--- src/cvs_cfg.svh ---
// timing counts for the composite video sync generator
`ifndef CVS_CFG_SVH
`define CVS_CFG_SVH
`define CVS_W 11
`define CVS_LINE_525 11'd1716
`define CVS_LINE_625 11'd1728
`define CVS_HALF_525 11'd858
`define CVS_HALF_625 11'd864
`define CVS_HSYNC_LEN 11'd128
`define CVS_RAMP_STEPS 3'h4
`define CVS_BURST_AT_525 11'd144
`define CVS_BURST_AT_625 11'd153
`define CVS_BURST_LEN_525 11'd63
`define CVS_BURST_LEN_625 11'd66
`define CVS_ACT_AT_525 11'd255
`define CVS_ACT_AT_625 11'd279
`define CVS_ACT_LEN_525 11'd1423
`define CVS_ACT_LEN_625 11'd1413
`define CVS_FRONT_525 11'd36
`define CVS_FRONT_625 11'd39
`define CVS_LEAD_OS_525 11'd9
`define CVS_LEAD_OS_625 11'd14
`define CVS_TRAIL_OS_525 11'd8
`define CVS_TRAIL_OS_625 11'd13
`define CVS_EQ_LEN 11'd64
`define CVS_EQ_GAP_525 11'd38
`define CVS_EQ_GAP_625 11'd41
`define CVS_BROAD_525 11'd730
`define CVS_BROAD_625 11'd736
`define CVS_BROAD_GAP 11'd128
`define CVS_FIELD_HALVES_525 10'd525
`define CVS_FIELD_HALVES_625 10'd625
`endif

--- src/cvs_pkg.sv ---
// types for the composite video sync generator
package cvs_pkg;
  typedef enum logic [1:0] {CVS_NORMAL, CVS_EQUAL, CVS_BROAD} cvs_mode_t;
endpackage

--- src/cvs_ramp.sv ---
// sync edge ramp, one step per enabled cycle
`timescale 1ns/100ps
`default_nettype none
`include "cvs_cfg.svh"
module cvs_ramp import cvs_pkg::*; (
  input wire logic sys_clk,
  input wire logic rst_n,
  input wire logic clk_en,
  input wire logic target,
  output logic [2:0] level
);
  logic [2:0] level_q;

  always_ff @(posedge sys_clk or negedge rst_n) begin
    if (!rst_n) begin
      level_q <= 3'h0;
    end else if (clk_en) begin
      if (target && level_q < `CVS_RAMP_STEPS) begin
        level_q <= level_q + 3'h1;
      end else if (!target && level_q != 3'h0) begin
        level_q <= level_q - 3'h1;
      end
    end
  end

  assign level = level_q;
endmodule
`default_nettype wire

--- src/cvs_timing.sv ---
// composite video horizontal and vertical sync timing generator
`timescale 1ns/100ps
`default_nettype none
`include "cvs_cfg.svh"
module cvs_timing import cvs_pkg::*; (
  input wire logic sys_clk,
  input wire logic rst_n,
  input wire logic clk_en,
  input wire logic std_625_pin,
  input wire logic [1:0] line_mode_pin,
  output logic [2:0] sync_level,
  output logic sync_on,
  output logic burst_win,
  output logic active_video,
  output logic leading_overscan_margin,
  output logic trailing_overscan_margin,
  output logic front_blank,
  output logic period_start,
  output logic field_start
);
  // ------------------------------------------------------------
  // helpers
  // ------------------------------------------------------------
  function automatic logic [`CVS_W-1:0] pick(input logic s, input logic [`CVS_W-1:0] a,
                                              input logic [`CVS_W-1:0] b);
    return s ? b : a;
  endfunction

  function automatic logic in_win(input logic [`CVS_W-1:0] h, input logic [`CVS_W-1:0] lo,
                                  input logic [`CVS_W-1:0] len);
    logic [`CVS_W:0] hi;
    hi = {1'b0, lo} + {1'b0, len};
    return ({1'b0, h} >= {1'b0, lo}) && ({1'b0, h} < hi);
  endfunction

  function automatic cvs_mode_t decode_mode(input logic [1:0] m);
    cvs_mode_t r;
    case (m)
      2'h1: r = CVS_EQUAL;
      2'h2: r = CVS_BROAD;
      default: r = CVS_NORMAL;
    endcase
    return r;
  endfunction

  // ------------------------------------------------------------
  // pin synchronisers
  // ------------------------------------------------------------
  logic std_m_q, std_s_q;
  logic [1:0] mode_m_q, mode_s_q;

  always_ff @(posedge sys_clk or negedge rst_n) begin
    if (!rst_n) begin
      std_m_q <= 1'b0;
      std_s_q <= 1'b0;
      mode_m_q <= 2'h0;
      mode_s_q <= 2'h0;
    end else if (clk_en) begin
      std_m_q <= std_625_pin;
      std_s_q <= std_m_q;
      mode_m_q <= line_mode_pin;
      mode_s_q <= mode_m_q;
    end
  end

  // ------------------------------------------------------------
  // period counter
  // ------------------------------------------------------------
  logic std_q;
  cvs_mode_t mode_q;
  logic [`CVS_W-1:0] hcnt_q;
  logic [`CVS_W-1:0] period;
  logic [`CVS_W-1:0] period_m1;
  logic wrap;

  always_comb begin
    case (mode_q)
      CVS_NORMAL: period = pick(std_q, `CVS_LINE_525, `CVS_LINE_625);
      CVS_EQUAL: period = pick(std_q, `CVS_HALF_525, `CVS_HALF_625);
      CVS_BROAD: period = pick(std_q, `CVS_HALF_525, `CVS_HALF_625);
      default: period = pick(std_q, `CVS_LINE_525, `CVS_LINE_625);
    endcase
  end

  assign period_m1 = period - 11'd1;
  assign wrap = (hcnt_q == period_m1);

  always_ff @(posedge sys_clk or negedge rst_n) begin
    if (!rst_n) begin
      hcnt_q <= '0;
    end else if (clk_en) begin
      hcnt_q <= wrap ? '0 : hcnt_q + 11'd1;
    end
  end

  // standard and line kind change only at a period boundary
  always_ff @(posedge sys_clk or negedge rst_n) begin
    if (!rst_n) begin
      std_q <= 1'b0;
      mode_q <= CVS_NORMAL;
    end else if (clk_en && wrap) begin
      std_q <= std_s_q;
      mode_q <= decode_mode(mode_s_q);
    end
  end

  // ------------------------------------------------------------
  // field counter in half-lines
  // ------------------------------------------------------------
  logic [9:0] hl_q;
  logic [9:0] halves;
  logic [9:0] hl_next;
  logic field_start_q;

  assign halves = std_q ? `CVS_FIELD_HALVES_625 : `CVS_FIELD_HALVES_525;
  assign hl_next = hl_q + ((mode_q == CVS_NORMAL) ? 10'd2 : 10'd1);

  always_ff @(posedge sys_clk or negedge rst_n) begin
    if (!rst_n) begin
      hl_q <= 10'h0;
      field_start_q <= 1'b0;
    end else if (clk_en) begin
      field_start_q <= 1'b0;
      if (wrap) begin
        if (hl_next >= halves) begin
          hl_q <= hl_next - halves;
          field_start_q <= 1'b1;
        end else begin
          hl_q <= hl_next;
        end
      end
    end
  end

  // ------------------------------------------------------------
  // window positions
  // ------------------------------------------------------------
  logic [`CVS_W-1:0] burst_at, burst_len, act_at, act_len, act_end, front_len;
  logic [`CVS_W-1:0] lead_len, trail_len, eq_gap, broad_len;

  assign burst_at = pick(std_q, `CVS_BURST_AT_525, `CVS_BURST_AT_625);
  assign burst_len = pick(std_q, `CVS_BURST_LEN_525, `CVS_BURST_LEN_625);
  assign act_at = pick(std_q, `CVS_ACT_AT_525, `CVS_ACT_AT_625);
  assign act_len = pick(std_q, `CVS_ACT_LEN_525, `CVS_ACT_LEN_625);
  assign act_end = act_at + act_len;
  assign front_len = pick(std_q, `CVS_FRONT_525, `CVS_FRONT_625);
  assign lead_len = pick(std_q, `CVS_LEAD_OS_525, `CVS_LEAD_OS_625);
  assign trail_len = pick(std_q, `CVS_TRAIL_OS_525, `CVS_TRAIL_OS_625);
  assign eq_gap = pick(std_q, `CVS_EQ_GAP_525, `CVS_EQ_GAP_625);
  assign broad_len = pick(std_q, `CVS_BROAD_525, `CVS_BROAD_625);

  // ------------------------------------------------------------
  // sync target and ramp
  // ------------------------------------------------------------
  logic sync_tgt;

  always_comb begin
    case (mode_q)
      CVS_NORMAL: sync_tgt = in_win(hcnt_q, 11'd0, `CVS_HSYNC_LEN);
      CVS_EQUAL: sync_tgt = in_win(hcnt_q, eq_gap, `CVS_EQ_LEN);
      CVS_BROAD: sync_tgt = in_win(hcnt_q, 11'd0, broad_len);
      default: sync_tgt = 1'b0;
    endcase
  end

  cvs_ramp u_ramp (
    .sys_clk(sys_clk),
    .rst_n(rst_n),
    .clk_en(clk_en),
    .target(sync_tgt),
    .level(sync_level)
  );

  // ------------------------------------------------------------
  // line windows
  // ------------------------------------------------------------
  logic norm;
  logic sync_on_q, burst_q, act_q, lead_q, trail_q, front_q, period_start_q;

  assign norm = (mode_q == CVS_NORMAL);

  always_ff @(posedge sys_clk or negedge rst_n) begin
    if (!rst_n) begin
      sync_on_q <= 1'b0;
      period_start_q <= 1'b0;
    end else if (clk_en) begin
      sync_on_q <= sync_tgt;
      period_start_q <= (hcnt_q == 11'd0);
    end
  end

  always_ff @(posedge sys_clk or negedge rst_n) begin
    if (!rst_n) begin
      burst_q <= 1'b0;
      act_q <= 1'b0;
      front_q <= 1'b0;
    end else if (clk_en) begin
      burst_q <= norm && in_win(hcnt_q, burst_at, burst_len);
      act_q <= norm && in_win(hcnt_q, act_at, act_len);
      front_q <= norm && in_win(hcnt_q, act_end, front_len);
    end
  end

  always_ff @(posedge sys_clk or negedge rst_n) begin
    if (!rst_n) begin
      lead_q <= 1'b0;
      trail_q <= 1'b0;
    end else if (clk_en) begin
      lead_q <= norm && in_win(hcnt_q, act_at, lead_len);
      trail_q <= norm && in_win(hcnt_q, act_end - trail_len, trail_len);
    end
  end

  assign sync_on = sync_on_q;
  assign burst_win = burst_q;
  assign active_video = act_q;
  assign leading_overscan_margin = lead_q;
  assign trailing_overscan_margin = trail_q;
  assign front_blank = front_q;
  assign period_start = period_start_q;
  assign field_start = field_start_q;
endmodule
`default_nettype wire

--- config.mk ---
export PLATFORM = sky130hd
export DESIGN_NAME = cvs_timing
export DESIGN_NICKNAME = d
export VERILOG_FILES = /design/src/cvs_pkg.sv /design/src/cvs_ramp.sv /design/src/cvs_timing.sv
export VERILOG_INCLUDE_DIRS = /design/src
export SDC_FILE = /design/constraint.sdc
export NUM_CORES = 1
export LEC_CHECK = 0
export BUFFER_PORTS_ARGS = -buffer_cell sky130_fd_sc_hd__buf_2
export CORE_ASPECT_RATIO = 0.6
export CORE_MARGIN = 2
export CORE_UTILIZATION = 45
export DETAILED_ROUTE_END_ITERATION = 6
export GPL_ROUTABILITY_DRIVEN = 0
export PLACE_DENSITY_LB_ADDON = 0.25
export RECOVER_POWER = 25
export SLEW_MARGIN = 15
export SYNTH_ARGS = -nofsm -noshare
export SYNTH_HDL_FRONTEND = slang
export SYNTH_SLANG_ARGS = --single-unit
--- constraint.sdc ---
create_clock -name sys_clk -period 11.13 [get_ports sys_clk]
set_input_delay 1.113 -clock sys_clk [delete_from_list [all_inputs] [get_ports sys_clk]]
set_output_delay 1.113 -clock sys_clk [all_outputs]
set_load 0.02 [all_outputs]
Word-level counts from Yosys, hierarchy flattened --
Index checks and enable logic that the tools add are counted. W data, S select, Z words.
Cells by class: shift-type cells 0, $mul 0, reduce and logical (&&, ||, !) cells 22, add/subtract/negate cells 14, equal/unequal tests 5, muxes and demuxes 22, $lt $le $gt $ge 15, div/mod/pow operators 0, bitwise operators 0
Operator list (count):
- $lt A11 B12 Y1 | 3
- $ge A11 B11 Y1 | 2
- $lt A11 B10 Y1 | 2
- $mux W11 | 2
- $mux W7 | 3
- $logic_and A1 B1 Y1 | 14
- $add A11 B4 Y12 | 1
- $add A11 B6 Y12 | 1
- $add A9 B11 Y12 | 1
- $mux W3 | 4
- $mux W4 | 3
- $mux W6 | 2
- $add A11 B1 Y11 const B | 1
- $add A9 B11 Y11 | 1
- $eq A11 B11 Y1 | 1
- $ge A11 B6 Y1 | 1
- $ge A11 B8 Y1 | 1
- $ge A11 B9 Y1 | 1
- $logic_not A11 Y1 | 1
- $lt A11 B8 Y1 | 1
- $lt A11 B8 Y1 const B | 1
- $lt A11 B9 Y1 | 1
- $sub A11 B1 Y11 const B | 1
- $sub A11 B4 Y11 | 1
- 23 further kinds | 28
Word-level totals: input bits 6, memory bits (writable) 0, memories 0, output and inout port bits 11, word-level logic and storage cells 95, register bits after elaboration 41, latch bits 0, bits in read-only memories 0

Logic depth before layout (Yosys ltp) --
depth after elaboration 9, gate-level depth with buffers 16, mapped depth without buffers 15

Modules after synthesis --
From an unflattened synthesis, not the netlist that was laid out.
Unflattened totals: cell total of the unflattened synthesis 380, area, all modules 3433.3 um^2
Modules (own cells, without submodules):
- cvs_timing | cells an instance 361, sequential area each 950.9 um^2, instances 1, area an instance 3243.1 um^2
- cvs_ramp | cells an instance 19, sequential area each 75.1 um^2, instances 1, area an instance 190.2 um^2

Worst setup path after synthesis --
OpenSTA, ideal clock, no wires.
path type register to register, start point register mode_q[0], end point register hl_q[1], slack 7.572 ns, library setup time 0.123 ns, required time 11.007 ns, cell stages (with the launch flop) 16, data arrival time 3.435 ns, period minus slack after synthesis 3.558 ns, path buffers 1, path through dfrtp_1 > inv_1 > ha_1 > inv_1 > ha_1 > fa_1 > nand4_1 > nor2_1 > xor2_1 > ha_1 > a21o_2 > a31o_2 > o31ai_4 > buf_6 > mux2i_1 > a21oi_1
On the way: longest elaborated chain between the ends 6, elaborated cells on any way between the ends 13, those cells by class 3 x add/sub; 1 x order compare; 3 x eq/ne; 3 x mux; 3 x reduce/logical
Ends and longest elaborated chain:
- start: declaration | line cvs_timing.sv:70 | cvs_mode_t mode_q;
- start signal: assignment | line cvs_timing.sv:103 | mode_q <= decode_mode(mode_s_q);
- parallel branches: the longest is 6 deep, another holds $add A10 B2 Y10
- end signal: assignment | line cvs_timing.sv:126 | hl_q <= hl_next - halves;
- end signal: assignment | line cvs_timing.sv:129 | hl_q <= hl_next;
- end: declaration | line cvs_timing.sv:110 | logic [9:0] hl_q;
Parallel ways; which one is timed is not known. A chain may end at the register's enable or synchronous reset.

Final worst setup path --
start point register mode_q[0], end point register hl_q[2]
The elaborated chain is that of the path after synthesis.

==> results.sh <==
export IMPL_drive_above_1_share_pct=12.00
export IMPL_area_growth_pct=8.649
export IMPL_multi_input_area_um2=2175
export IMPL_antenna_found_initial=0
export IMPL_syn_area_um2=3371
export IMPL_crit_path_end_kind="flip-flop"
export IMPL_grt_pass1_vias=2563
export IMPL_critical_path_class="reg2reg"
export IMPL_async_flop_share_pct=100.0
export IMPL_drv_cap=1
export IMPL_ys_types=64
export IMPL_ys_top_cells_by_area="dfrtp_1 30%, ha_1 13%, xnor2_1 3.9%"
export IMPL_fillCellCount=704
export IMPL_ios=17
export IMPL_synthCells=369
export IMPL_num_rows=24
export IMPL_drc=0
export IMPL_synth_compound_area_share_pct=18.52
export IMPL_routedWlPerCell_um=17.32
export IMPL_slew_limit_headroom_pct=-54.40
export IMPL_yosys_area_share_simple_pct=20.12
export IMPL_grtUsageTotal_pct=21.91
export IMPL_cts_root_buf="clkbuf_16"
export IMPL_h_tree_depth=2
export IMPL_cts_setup_buffers=0
export IMPL_cp_slowest_stage_delay_ps=710
export IMPL_ant_nets=0
export IMPL_wl_um=8297
export IMPL_ys_flop_type="dfrtp_1"
export IMPL_mostFrequentLayoutCells="41 x dfrtp_1, 35 x ha_1, 34 x nor2_1"
export IMPL_yosysTopAreaCell="dfrtp_1"
export IMPL_regArea_um2=1026
export IMPL_crit_required_ps=11260
export IMPL_crit_chain="inv_1 -> ha_1 -> inv_1 -> ha_1 -> fa_1 -> nand4_1 -> nor2_1 -> xor2_1 -> ha_1 -> a21o_2 -> a31o_2 -> o31ai_4 -> or2b_1 -> a21oi_1 -> a21oi_1"
export IMPL_startpoint_type="flip-flop"
export IMPL_grt_overflow=0
export IMPL_mostFrequentLayoutCell="dfrtp_1"
export IMPL_synth_top_family_by_area="simple AND/OR/NAND/NOR gates"
export IMPL_core_um2=7267
export IMPL_grt_setup_unrepaired="no"
export IMPL_grt_pass1_wl_um=13940
export IMPL_cts_tree="built"
export IMPL_hold_ws_ps=488.2
export IMPL_hp_class="reg2reg"
export IMPL_muxShareOfSynthArea_pct=3.489
export IMPL_synthAdderAreaFrac_pct=14.18
export IMPL_worstPathMaxFanout=15
export IMPL_total_power_uw=577.6
export IMPL_n_antenna_cell=0
export IMPL_io_buffer_count=16
export IMPL_drtIter0Drc=205
export IMPL_max_slew_worst_pin_slew_ps=2316
export IMPL_status="complete, but fails checks"
export IMPL_vias=2753
export IMPL_cts_hold_buffers=0
export IMPL_ir_worst_vdd_mv=0.1380
export IMPL_final_nets=417
export IMPL_finalCritPeriodShare_pct=38.35
export IMPL_insertion_delay_ps=280
export IMPL_path_clk_slew_ps=60
export IMPL_crit_path_top_delay_cell="o31ai_4"
export IMPL_period_needed_ps=4268
export IMPL_worst_path_buf_inv=2
export IMPL_seq_area_frac_synth_pct=30.44
export IMPL_netlist_area_leader_share_pct=30.44
export IMPL_grt_max_degree=42
export IMPL_drtPass1Iterations=5
export IMPL_setup_viol=0
export IMPL_start_util_pct=46.38
export IMPL_dieArea_um2=8221
export IMPL_cts_resized=0
export IMPL_crit_family="compound AO/OA/AOI/OAI gates"
export IMPL_dp_hpwl_um=6039
export IMPL_final_max_slew_viol_count=42
export IMPL_cts_sinks=41
export IMPL_power_density_nw_per_um2=157.7
export IMPL_cts_max_path_buffers=2
export IMPL_synth_seq_cells=41
export IMPL_synth_fp_nets=412
export IMPL_routed_via_density=5.747
export IMPL_synth_warnings=0
export IMPL_cpMostUsedCell="ha_1"
export IMPL_fin_setup_tns_ps=0
export IMPL_fin_skew_ps=5.001
export IMPL_crit_arrival_ps=4400
export IMPL_synth_edf_count=0
export IMPL_max_freq_ghz=0.2343
export IMPL_cts_buffers=5
export IMPL_die_h_um=71.04
export IMPL_die_x_um=115.7
export IMPL_finalHoldViolCount=0
export IMPL_avgSynthCellArea_um2=9.135
export IMPL_violations="capacitance limit, slew limit"
export IMPL_synthXorXnorAreaFrac_pct=8.018
export IMPL_p_leak_nw=1.642
synth_stat cells (all sizes together) (4+ instances only):
cell type,instances
nor3,8
nand2,19
nand3,17
nand4,6
a21oi,21
clkbuf,8
ha,35
o21bai,4
nor2,34
nand3b,5
xnor2,15
mux2i,5
nor4,6
o21ai,23
dfrtp,41
a31oi,8
inv,21
o2bb2ai,5
mux2,6
nand2b,7
buf,11
xor2,15
power by group:
part | switching, mW | total (mW) | internal [mW]
Sequential | 0.0559 | 0.224 | 0.169
Clock | 0.0636 | 0.170 | 0.106
Combinational | 0.102 | 0.183 | 0.0806
Total | 0.222 | 0.578 | 0.356
path summary, 6_finish.rpt:
| check | endpoint | slack (ps) | depth (start not counted) | start |
|---|---|---|---|---|
| worst max-delay path | hl_q[2] | 6860 | 15 | mode_q[0] |
| worst min-delay path | period_start | 490 | 1 | period_start |
| worst max register to register | hl_q[2] | 6860 | 15 | mode_q[0] |
| worst min register to register | period_start | 490 | 1 | period_start |
| max in group asynchronous | hl_q[8] | 8290 | 1 | rst_n |
| min in group asynchronous | u_ramp.level[0] | 1510 | 1 | rst_n |
routing by layer:
layer	vias up	track usage [%]	wire (µm)
met3	6	3.342	551
li1	1341	-	-
met5	-	0	0
met4	0	2.778	43
met1	1308	38.27	4575
met2	98	28.01	3127
logic make-up after synthesis:
group,Yosys count
AOI/OAI and AO/OA,90
xor gates and xnor gates,30
adders and majority gates,37
buffers and inverters,40
DFF,41
muxes,11
and+or+nand+nor,120
state kept, by name, summed over array words and instances, names as in the netlist:
signal / count
mode_m_q: 2
mode_q: 2
sync_on: 1
hl_q: 10
std_s_q: 1
period_start: 1
mode_s_q: 2
active_video: 1
burst_win: 1
std_q: 1
trailing_overscan_margin: 1
leading_overscan_margin: 1
front_blank: 1
u_ramp.level: 3
hcnt_q: 11
std_m_q: 1
field_start: 1
layout make-up:
type	instances	share of cell area (%)
multi-input cells	288	59.38
flip-flops and latches	41	28.01
well taps	104	3.553
clock buffers	6	3.519
repair buffers	17	2.323
inverters	21	2.152
clock inverters	2	1.059
worst register-to-register path: cells and delay by family (launching register included):
family                   cells  cell delay [ps]
AO/OA/AOI/OAI                5             1420
adder cells (fa/ha/maj)      4             1390
AND/OR/NAND/NOR              3              550
flip-flops                   1              400
buffers and inverters        2              200
XOR/XNOR                     1              160
through the flow:
stage          utilization [%]  area, µm²  cells  setup slack, ps
6_report                 50.40       3662    479             6862
3_5_place_dp             48.12       3497    471             6900
3_3_place_gp             48.12       3497    471             7039
2_1_floorplan                -       3371    369             7572
4_1_cts                  50.43       3665    479             6882
5_1_grt                  50.40       3662    479             6607
Power figures use the tool's default switching activity.
